### src/core/watchdog_reload_unlock_pkg.sv
// Constants shared by the reloadable watchdog and its register port.
package watchdog_reload_unlock_pkg;
  localparam int ADDR_W = 12;
  localparam int DATA_W = 8;
  localparam int COUNT_W = 24;
  // Register addresses on the byte port.
  localparam logic [11:0] ADDR_UNLOCK_PORT = 12'hff0;
  localparam logic [11:0] ADDR_RELOAD_UPPER = 12'hff1;
  localparam logic [11:0] ADDR_RELOAD_MIDDLE = 12'hff2;
  localparam logic [11:0] ADDR_RELOAD_LOWER = 12'hff3;
  // Unlock codes written to the unlock port.
  localparam logic [7:0] UNLOCK_FIRST = 8'h55;
  localparam logic [7:0] UNLOCK_SECOND = 8'haa;
  // Reload value after reset and the wrap value after an interrupt time-out.
  localparam logic [23:0] RELOAD_RESET = 24'hffffff;
  localparam logic [23:0] COUNT_MAX = 24'hffffff;
  // Refresh is refused once the count is at or below this value.
  localparam logic [23:0] REFRESH_FLOOR = 24'h000002;
  localparam logic [23:0] COUNT_ZERO = 24'h000000;
  localparam logic [23:0] COUNT_ONE = 24'h000001;
  // Reset status byte read at the unlock port address.
  localparam int STATUS_TIMEOUT_BIT = 5;
  localparam int STATUS_STOP_BIT = 4;
  // Nominal oscillator rate; the counter advances once per oscillator rising edge.
  localparam int OSC_NOMINAL_HZ = 10000;
  // Byte lane positions inside the 24-bit reload value.
  localparam int UPPER_LSB = 16;
  localparam int MIDDLE_LSB = 8;
  localparam int LOWER_LSB = 0;
  localparam logic TIMEOUT_RESPONSE_RESET = 1'b1;
endpackage

### src/core/watchdog_reload_unlock.sv
// Reloadable 24-bit watchdog with unlock-guarded reload registers.
//
// Design decision made here: the address-and-strobe port.
`timescale 1ns/1ps

// What this block does
// 24-bit down counter advanced by its own RC oscillator, not the system clock.
// Only ON and OFF; turns on by refresh, always-on option or debug mode, then counts.
// Always-on option starts the counter right after reset without any refresh.
// On first turn-on the counter loads the current 24-bit reload value.
// Each refresh reloads the counter; counting continues from the new value.
// Refresh is ignored once the count has reached 000002H.
// Software never programs a reload value below 000004H.
// Reload value is upper byte 23:16, middle byte 15:8, lower byte 7:0.
// One decrement per oscillator tick, nominally 10 kHz.
// Time-out at count zero; response option picks interrupt or system reset.
// In debug mode the counter is refreshed continuously, so no time-out.
// Interrupt mode, normal run: time-out raises interrupt and sets time-out status.
// After interrupt time-out the counter wraps to maximum, no automatic reload.
// Reading the reset status clears the time-out flag, blocking a repeat interrupt; here the interrupt pulses on every time-out, whatever the flag.
// Interrupt mode in STOP: start recovery, raise interrupt, set time-out and stop bits.
// Reset mode, normal run: time-out forces system reset and sets time-out status.
// Reset mode in STOP: start STOP recovery, set time-out and stop bits.
// Writing 55H then AAH to the unlock port unlocks; no control bits change.
// Reload bytes written upper, middle, lower; any other write relocks.
// Reload writes without a complete unlock sequence are ignored.
// Unlock port is write-only; reading its address returns reset status.
// Reading a reload byte returns that byte of the live counter.
// A write after 55H that is not AAH returns the unlock machine to idle.
module watchdog_reload_unlock #(
  parameter int ADDR_W = watchdog_reload_unlock_pkg::ADDR_W,
  parameter int DATA_W = watchdog_reload_unlock_pkg::DATA_W
) (
  // System clock and synchronous reset.
  input wire logic clk,
  input wire logic rst_n,
  // Register port.
  input wire logic [ADDR_W-1:0] regAddr,
  input wire logic [DATA_W-1:0] regWriteData,
  input wire logic regWrite,
  input wire logic regRead,
  output logic [DATA_W-1:0] regReadData,
  // Core and option inputs, all on clk.
  input wire logic refreshInstruction,
  input wire logic alwaysOnOption,
  input wire logic timeoutResponseOption,
  input wire logic debugMode,
  input wire logic stopMode,
  // Dedicated RC oscillator, asynchronous to clk.
  input wire logic wdOscIn,
  // Time-out responses.
  output logic timeoutIrq,
  output logic systemResetReq,
  output logic stopRecoveryReq
);

  typedef enum logic [2:0] {
    LOCKED,
    GOT_FIRST,
    OPEN_UPPER,
    OPEN_MIDDLE,
    OPEN_LOWER
  } unlock_state_t;

  // Oscillator synchroniser and edge detector.
  logic oscMeta_q;
  logic oscSync_q;
  logic oscLast_q;
  logic oscTick;

  // Watchdog state.
  logic running_q, running_d;
  logic [23:0] count_q, count_d;
  logic [23:0] reload_q, reload_d;
  logic timeoutFlag_q, timeoutFlag_d;
  logic stopFlag_q, stopFlag_d;
  logic irq_q, irq_d;
  logic resetReq_q, resetReq_d;
  logic recovery_q, recovery_d;
  unlock_state_t unlock_q, unlock_d;
  logic [DATA_W-1:0] readData_q, readData_d;

  logic timeoutEvent;
  logic refreshTaken;
  logic statusRead;

  // Oscillator ticks cross by two flip-flops; the edge is taken between the second and a third flip-flop.
  always_ff @(posedge clk) begin
    if (!rst_n) begin
      oscMeta_q <= 1'b0;
      oscSync_q <= 1'b0;
      oscLast_q <= 1'b0;
    end else begin
      oscMeta_q <= wdOscIn;
      oscSync_q <= oscMeta_q;
      oscLast_q <= oscSync_q;
    end
  end

  // one tick per edge
  assign oscTick = oscSync_q & ~oscLast_q;

  // refresh refused near zero
  assign refreshTaken = refreshInstruction && (count_q > watchdog_reload_unlock_pkg::REFRESH_FLOOR);

  // time-out at zero
  assign timeoutEvent = running_q && oscTick && !debugMode && (count_q == watchdog_reload_unlock_pkg::COUNT_ONE);

  assign statusRead = regRead && (regAddr == watchdog_reload_unlock_pkg::ADDR_UNLOCK_PORT);

  // Counter, on/off and time-out responses.
  always_comb begin
    running_d = running_q;
    count_d = count_q;
    irq_d = 1'b0;
    resetReq_d = 1'b0;
    recovery_d = 1'b0;
    timeoutFlag_d = timeoutFlag_q;
    stopFlag_d = stopFlag_q;
    if (!running_q) begin
      // turn on
      // always-on start
      if (refreshInstruction || alwaysOnOption || debugMode) begin
        running_d = 1'b1;
        // first load
        count_d = reload_q;
      end
    end else if (debugMode) begin
      // debug refresh
      count_d = reload_q;
    end else if (refreshTaken) begin
      // refresh reload
      count_d = reload_q;
    end else if (oscTick) begin
      // down count
      if (count_q == watchdog_reload_unlock_pkg::COUNT_ZERO) begin
        // wrap to max
        count_d = watchdog_reload_unlock_pkg::COUNT_MAX;
      end else begin
        count_d = count_q - watchdog_reload_unlock_pkg::COUNT_ONE;
      end
    end
    // read clears flags
    if (statusRead) begin
      timeoutFlag_d = 1'b0;
      stopFlag_d = 1'b0;
    end
    // A time-out in the same cycle as the status read still sets its flags.
    if (timeoutEvent) begin
      timeoutFlag_d = 1'b1;
      if (stopMode) begin
        // stop recovery, interrupt
        // stop recovery, reset mode
        stopFlag_d = 1'b1;
        recovery_d = 1'b1;
        irq_d = (timeoutResponseOption != watchdog_reload_unlock_pkg::TIMEOUT_RESPONSE_RESET);
      end else if (timeoutResponseOption == watchdog_reload_unlock_pkg::TIMEOUT_RESPONSE_RESET) begin
        // system reset
        resetReq_d = 1'b1;
      end else begin
        // interrupt request
        irq_d = 1'b1;
      end
    end
  end

  // Unlock machine and reload byte writes.
  always_comb begin
    unlock_d = unlock_q;
    reload_d = reload_q;
    if (regWrite) begin
      // any stray write relocks
      unlock_d = LOCKED;
      case (unlock_q)
        LOCKED: begin
          // locked writes ignored
          // first code
          if (regAddr == watchdog_reload_unlock_pkg::ADDR_UNLOCK_PORT &&
              regWriteData == watchdog_reload_unlock_pkg::UNLOCK_FIRST) begin
            unlock_d = GOT_FIRST;
          end
        end
        GOT_FIRST: begin
          // wrong second code
          if (regAddr == watchdog_reload_unlock_pkg::ADDR_UNLOCK_PORT &&
              regWriteData == watchdog_reload_unlock_pkg::UNLOCK_SECOND) begin
            unlock_d = OPEN_UPPER;
          end
        end
        OPEN_UPPER: begin
          // upper byte lane
          if (regAddr == watchdog_reload_unlock_pkg::ADDR_RELOAD_UPPER) begin
            reload_d[watchdog_reload_unlock_pkg::UPPER_LSB +: 8] = regWriteData;
            unlock_d = OPEN_MIDDLE;
          end
        end
        OPEN_MIDDLE: begin
          if (regAddr == watchdog_reload_unlock_pkg::ADDR_RELOAD_MIDDLE) begin
            reload_d[watchdog_reload_unlock_pkg::MIDDLE_LSB +: 8] = regWriteData;
            unlock_d = OPEN_LOWER;
          end
        end
        OPEN_LOWER: begin
          if (regAddr == watchdog_reload_unlock_pkg::ADDR_RELOAD_LOWER) begin
            reload_d[watchdog_reload_unlock_pkg::LOWER_LSB +: 8] = regWriteData;
          end
        end
        default: begin
          unlock_d = LOCKED;
        end
      endcase
    end
  end

  // Read data, answered in the cycle after the strobe.
  always_comb begin
    readData_d = '0;
    if (regRead) begin
      if (regAddr == watchdog_reload_unlock_pkg::ADDR_UNLOCK_PORT) begin
        // status at unlock address
        readData_d[watchdog_reload_unlock_pkg::STATUS_TIMEOUT_BIT] = timeoutFlag_q;
        readData_d[watchdog_reload_unlock_pkg::STATUS_STOP_BIT] = stopFlag_q;
      end else if (regAddr == watchdog_reload_unlock_pkg::ADDR_RELOAD_UPPER) begin
        // live count bytes
        readData_d = count_q[watchdog_reload_unlock_pkg::UPPER_LSB +: 8];
      end else if (regAddr == watchdog_reload_unlock_pkg::ADDR_RELOAD_MIDDLE) begin
        readData_d = count_q[watchdog_reload_unlock_pkg::MIDDLE_LSB +: 8];
      end else if (regAddr == watchdog_reload_unlock_pkg::ADDR_RELOAD_LOWER) begin
        readData_d = count_q[watchdog_reload_unlock_pkg::LOWER_LSB +: 8];
      end
    end
  end

  always_ff @(posedge clk) begin
    if (!rst_n) begin
      running_q <= 1'b0;
      count_q <= watchdog_reload_unlock_pkg::RELOAD_RESET;
      reload_q <= watchdog_reload_unlock_pkg::RELOAD_RESET;
      timeoutFlag_q <= 1'b0;
      stopFlag_q <= 1'b0;
      irq_q <= 1'b0;
      resetReq_q <= 1'b0;
      recovery_q <= 1'b0;
      unlock_q <= LOCKED;
      readData_q <= '0;
    end else begin
      running_q <= running_d;
      count_q <= count_d;
      reload_q <= reload_d;
      timeoutFlag_q <= timeoutFlag_d;
      stopFlag_q <= stopFlag_d;
      irq_q <= irq_d;
      resetReq_q <= resetReq_d;
      recovery_q <= recovery_d;
      unlock_q <= unlock_d;
      readData_q <= readData_d;
    end
  end

  assign regReadData = readData_q;
  assign timeoutIrq = irq_q;
  assign systemResetReq = resetReq_q;
  assign stopRecoveryReq = recovery_q;

endmodule

### config.mk
export PLATFORM = sky130hd
export DESIGN_NAME = watchdog_reload_unlock
export DESIGN_NICKNAME = d
export VERILOG_FILES = /design/src/core/watchdog_reload_unlock_pkg.sv /design/src/core/watchdog_reload_unlock.sv
export SDC_FILE = /design/constraint.sdc
export NUM_CORES = 1
export LEC_CHECK = 0
export ABC_AREA = 1
export BUFFER_PORTS_ARGS = -buffer_cell sky130_fd_sc_hd__buf_2
export CELL_PAD_IN_SITES_DETAIL_PLACEMENT = 0
export CELL_PAD_IN_SITES_GLOBAL_PLACEMENT = 1
export CORE_UTILIZATION = 42
export DETAILED_ROUTE_END_ITERATION = 16
export MAX_ROUTING_LAYER = met4
export PLACE_DENSITY = 0.86
export REMOVE_ABC_BUFFERS = 1
export SYNTH_ARGS = -nofsm -noshare
export SYNTH_HDL_FRONTEND = slang
export SYNTH_SLANG_ARGS = --single-unit
export TNS_END_PERCENT = 5
### constraint.sdc
create_clock -name clk -period 2.29 [get_ports clk]
set_clock_uncertainty 0.2 [all_clocks]
set_input_delay 0.458 -clock clk [delete_from_list [all_inputs] [get_ports clk]]
set_output_delay 0.458 -clock clk [all_outputs]
set_load 0.02 [all_outputs]
==> flow_metrics.py <==
metrics = {
    "power_and_ir_drop": {
        "power_frac_comb_pct": 8.8,
        "p_leak_nw": 2.39,
        "vdd_ir_drop_max_mv": 0.352,
        "total_power_mw": 2.73,
        "power_switching_mw": 0.713,
        "seq_power_share_pct": 45.0,
        "p_sw_share_pct": 26.1,
        "clockPowerShare_pct": 46.1,
        "p_per_area_nw_per_um2": 607,
        "intPower_mw": 2.02,
    },
    "worst_setup_path": {
        "cp-start-kind": "flop",
        "crit_start": "count_q[0]",
        "cp_num_buf_inv": 2,
        "arrival_ns": 2.23,
        "cp_max_fo": 22,
        "worstSetupPathType": "reg -> reg",
        "slowest_stage": "dfxtp_1",
        "cpMostUsedCell": "nand2_4",
        "crit_chain": "inv_1, ha_1, o21bai_1, nor2_1, nand3_2, nand2_4, nand3_4, nand2_4, inv_2, nand3_1, nand2_1",
        "r2r_start": "count_q[0]",
        "end_kind": "flop",
        "crit_family": "simple AND/OR/NAND/NOR gates",
        "worst-endpoint-required_ns": 2.39,
        "cpPeakStageDelay_ns": 0.38,
    },
    "placed_design": {
        "io_buffers": 40,
        "dpl.hpwl_mm": 8.23,
        "place_area_um2": 4250,
        "finalWeightedCongestion": 0.932,
    },
    "routing": {
        "drc": 2,
        "routedWlPerCell_um": 14.7,
        "via_count": 3909,
        "antenna_left": 0,
        "firstDrtPassIters": 13,
        "drt_iter0_drc": 308,
        "wl_mm": 11.0,
        "via_per_inst": 5.24,
    },
    "synthesis": {
        "synth.largest_area_cell": "dfxtp_1",
        "synth_top_area_share_pct": 35.4,
        "ys_warn_count": 0,
        "synth_area_leaders": "dfxtp_1, nand2_1, inv_1",
        "syn_area_um2": 3850,
        "ys_seq_area_share_pct": 35.4,
        "avgSynthCellArea_um2": 6.65,
        "synth_seq_cells": 68,
        "synthCells": 579,
        "synth_cell_type_count": 34,
    },
    "clocking": {
        "cts_resized": 0,
        "ctsHoldBuffers": 0,
        "htreeDepth": 3,
        "cts_buffer_depth": 2,
        "cts_root_buf": "clkbuf_8",
        "numCtsBuffers": 9,
        "cts.sinks": 68,
        "clkLatencyLatePin_ns": 0.36,
        "cts_tree": "yes",
        "clk_pin_slew_ns": 0.08,
        "postCtsSetupBuffers": 0,
    },
    "layout": {
        "utilization_pct": 51.1,
        "ff_latch_area_um2": 1360,
        "mostFrequentLayoutCell": "nand2_1",
        "layout_common_cells": "nand2_1, inv_1, dfxtp_1",
        "fillers": 922,
        "area_delta_synth_final_pct": 17.0,
        "antenna_cells": 0,
        "nNetsFinal": 667,
        "design_area_um2": 4500,
        "multi_input_area_um2": 2080,
        "drive_gt1_share_pct": 16.6,
    },
    "timing": {
        "fin_setup_tns_ns": 0,
        "setup_viol": 0,
        "fin_crit_sh_pct": 93.0,
        "worstMarginPinSlew_ns": 0.455,
        "final_hold_viol_count": 0,
        "fmax_ghz": 0.470,
        "drv_slew": 0,
        "hold_slack_ns": 0.0620,
        "rsz0062_at_grt": "true",
        "period_needed_ns": 2.13,
        "slew_headroom_pct": 69.6,
    },
    "job": {
        "drv_cap": 0,
    },
    "floorplanning": {
        "initial_utilization_pct": 43.7,
        "core_area_um2": 8810,
        "die_w_um": 97.7,
        "io_pins": 41,
        "die_area_um2": 9550,
        "die_y_um": 97.7,
        "row_count": 34,
    },
    "global_route": {
        "grtUsageTotal_pct": 25.3,
        "grt_pass1_wl_mm": 18.5,
        "grt_max_degree": 29,
        "grt_pass1_vias": 3652,
        "antenna_found_initial": 0,
        "grt_overflow": 0,
    },
    "run_status": {
        "violations": "design-rule violations",
        "status": "finished with violations",
    },
    "hold_path": {
        "hp-class": "in -> reg",
        "hp-start": "timeoutResponseOption",
    },
}
## kinds of logic (layout without fill, tap and decap cells)
kind of cell               after synthesis  count (layout)  share of synthesized area, %
AOI/OAI and AO/OA                       87              87                          13.3
xor gates and xnor gates                11              11                          2.50
adders and majority gates                4               4                          1.30
buffers and inverters                   96             155                          10.6
DFF                                     68              68                          35.4
and+or+nand+nor                        313             313                          37.0
## Yosys cell counts
library cell	n
nand2_1	151
inv_1	72
dfxtp_1	68
nor2_1	63
a21oi_1	48
nand3_1	46
o211ai_1	29
nand4_1	20
o21ai_0	9
buf_2	8
clkbuf_1	8
xor2_1	8
nor2_2	5
nor2_4	5
nor4_1	5
ha_1	4
buf_6	3
nand2_2	3
nor3_1	3
or2_2	3
xnor2_1	3
inv_2	2
nand2_4	2
and2_1	1
and3_1	1
buf_4	1
buf_8	1
clkinv_1	1
nand3_2	1
nand3_4	1
nand3b_1	1
nor3_2	1
nor4_2	1
o21bai_1	1
## routing by layer
metal | global-route usage [%] | share of wire, %
met5 | - | 0
met3 | 4.68 | 6.3
met4 | 8.51 | 1.7
met2 | 39.4 | 46
met1 | 33.0 | 46
## area by class of cell
cell class / instances / share of cell area [%]
inverters: 75 / 6.25
multi-input cells: 415 / 46.3
flip-flops and latches: 68 / 30.2
clock inverters: 7 / 2.75
repair buffers: 64 / 8.72
clock buffers: 9 / 2.75
well taps: 108 / 3.00
## final timing paths
check	slack, ns	endpoint	cells after the start
worst min register to register	0.22	oscSync_q	2
worst max-delay path	0.16	count_q[5]	11
worst min-delay path	0.06	timeoutIrq	2
worst max register to register	0.16	count_q[5]	11
## registers in the layout, summed over array words and instances, names as in the netlist
| register | count |
|---|---|
| oscSync_q | 1 |
| systemResetReq | 1 |
| unlock_q | 3 |
| count_q | 24 |
| reload_q | 24 |
| stopRecoveryReq | 1 |
| running_q | 1 |
| regReadData | 8 |
| oscMeta_q | 1 |
| timeoutFlag_q | 1 |
| timeoutIrq | 1 |
| stopFlag_q | 1 |
| oscLast_q | 1 |
## power groups by stage
stage,clock network [mW],registers (mW),logic [mW]
after floorplan,0,1.26,0.124
after global placement,0,1.26,0.235
after detailed placement,0,1.26,0.238
after CTS,1.26,1.23,0.239
after global routing,1.32,1.24,0.271
final,1.26,1.23,0.241
## worst reg2reg max path, delay by kind of cell, from the launching register on
family | cells | cell delay [ns]
AOI/OAI and AO/OA | 1 | 0.14
adders and majority gates | 1 | 0.22
buffers and inverters | 2 | 0.46
DFF | 1 | 0.38
and+or+nand+nor | 7 | 0.67
## through the flow
stage                     setup slack (ns)  std cells
after global routing               -0.0307        746
after global placement               0.153        730
after floorplan                      0.126        558
after detailed placement             0.166        730
final                                0.161        746
after CTS                            0.150        746
Power figures use the tool's default switching activity.
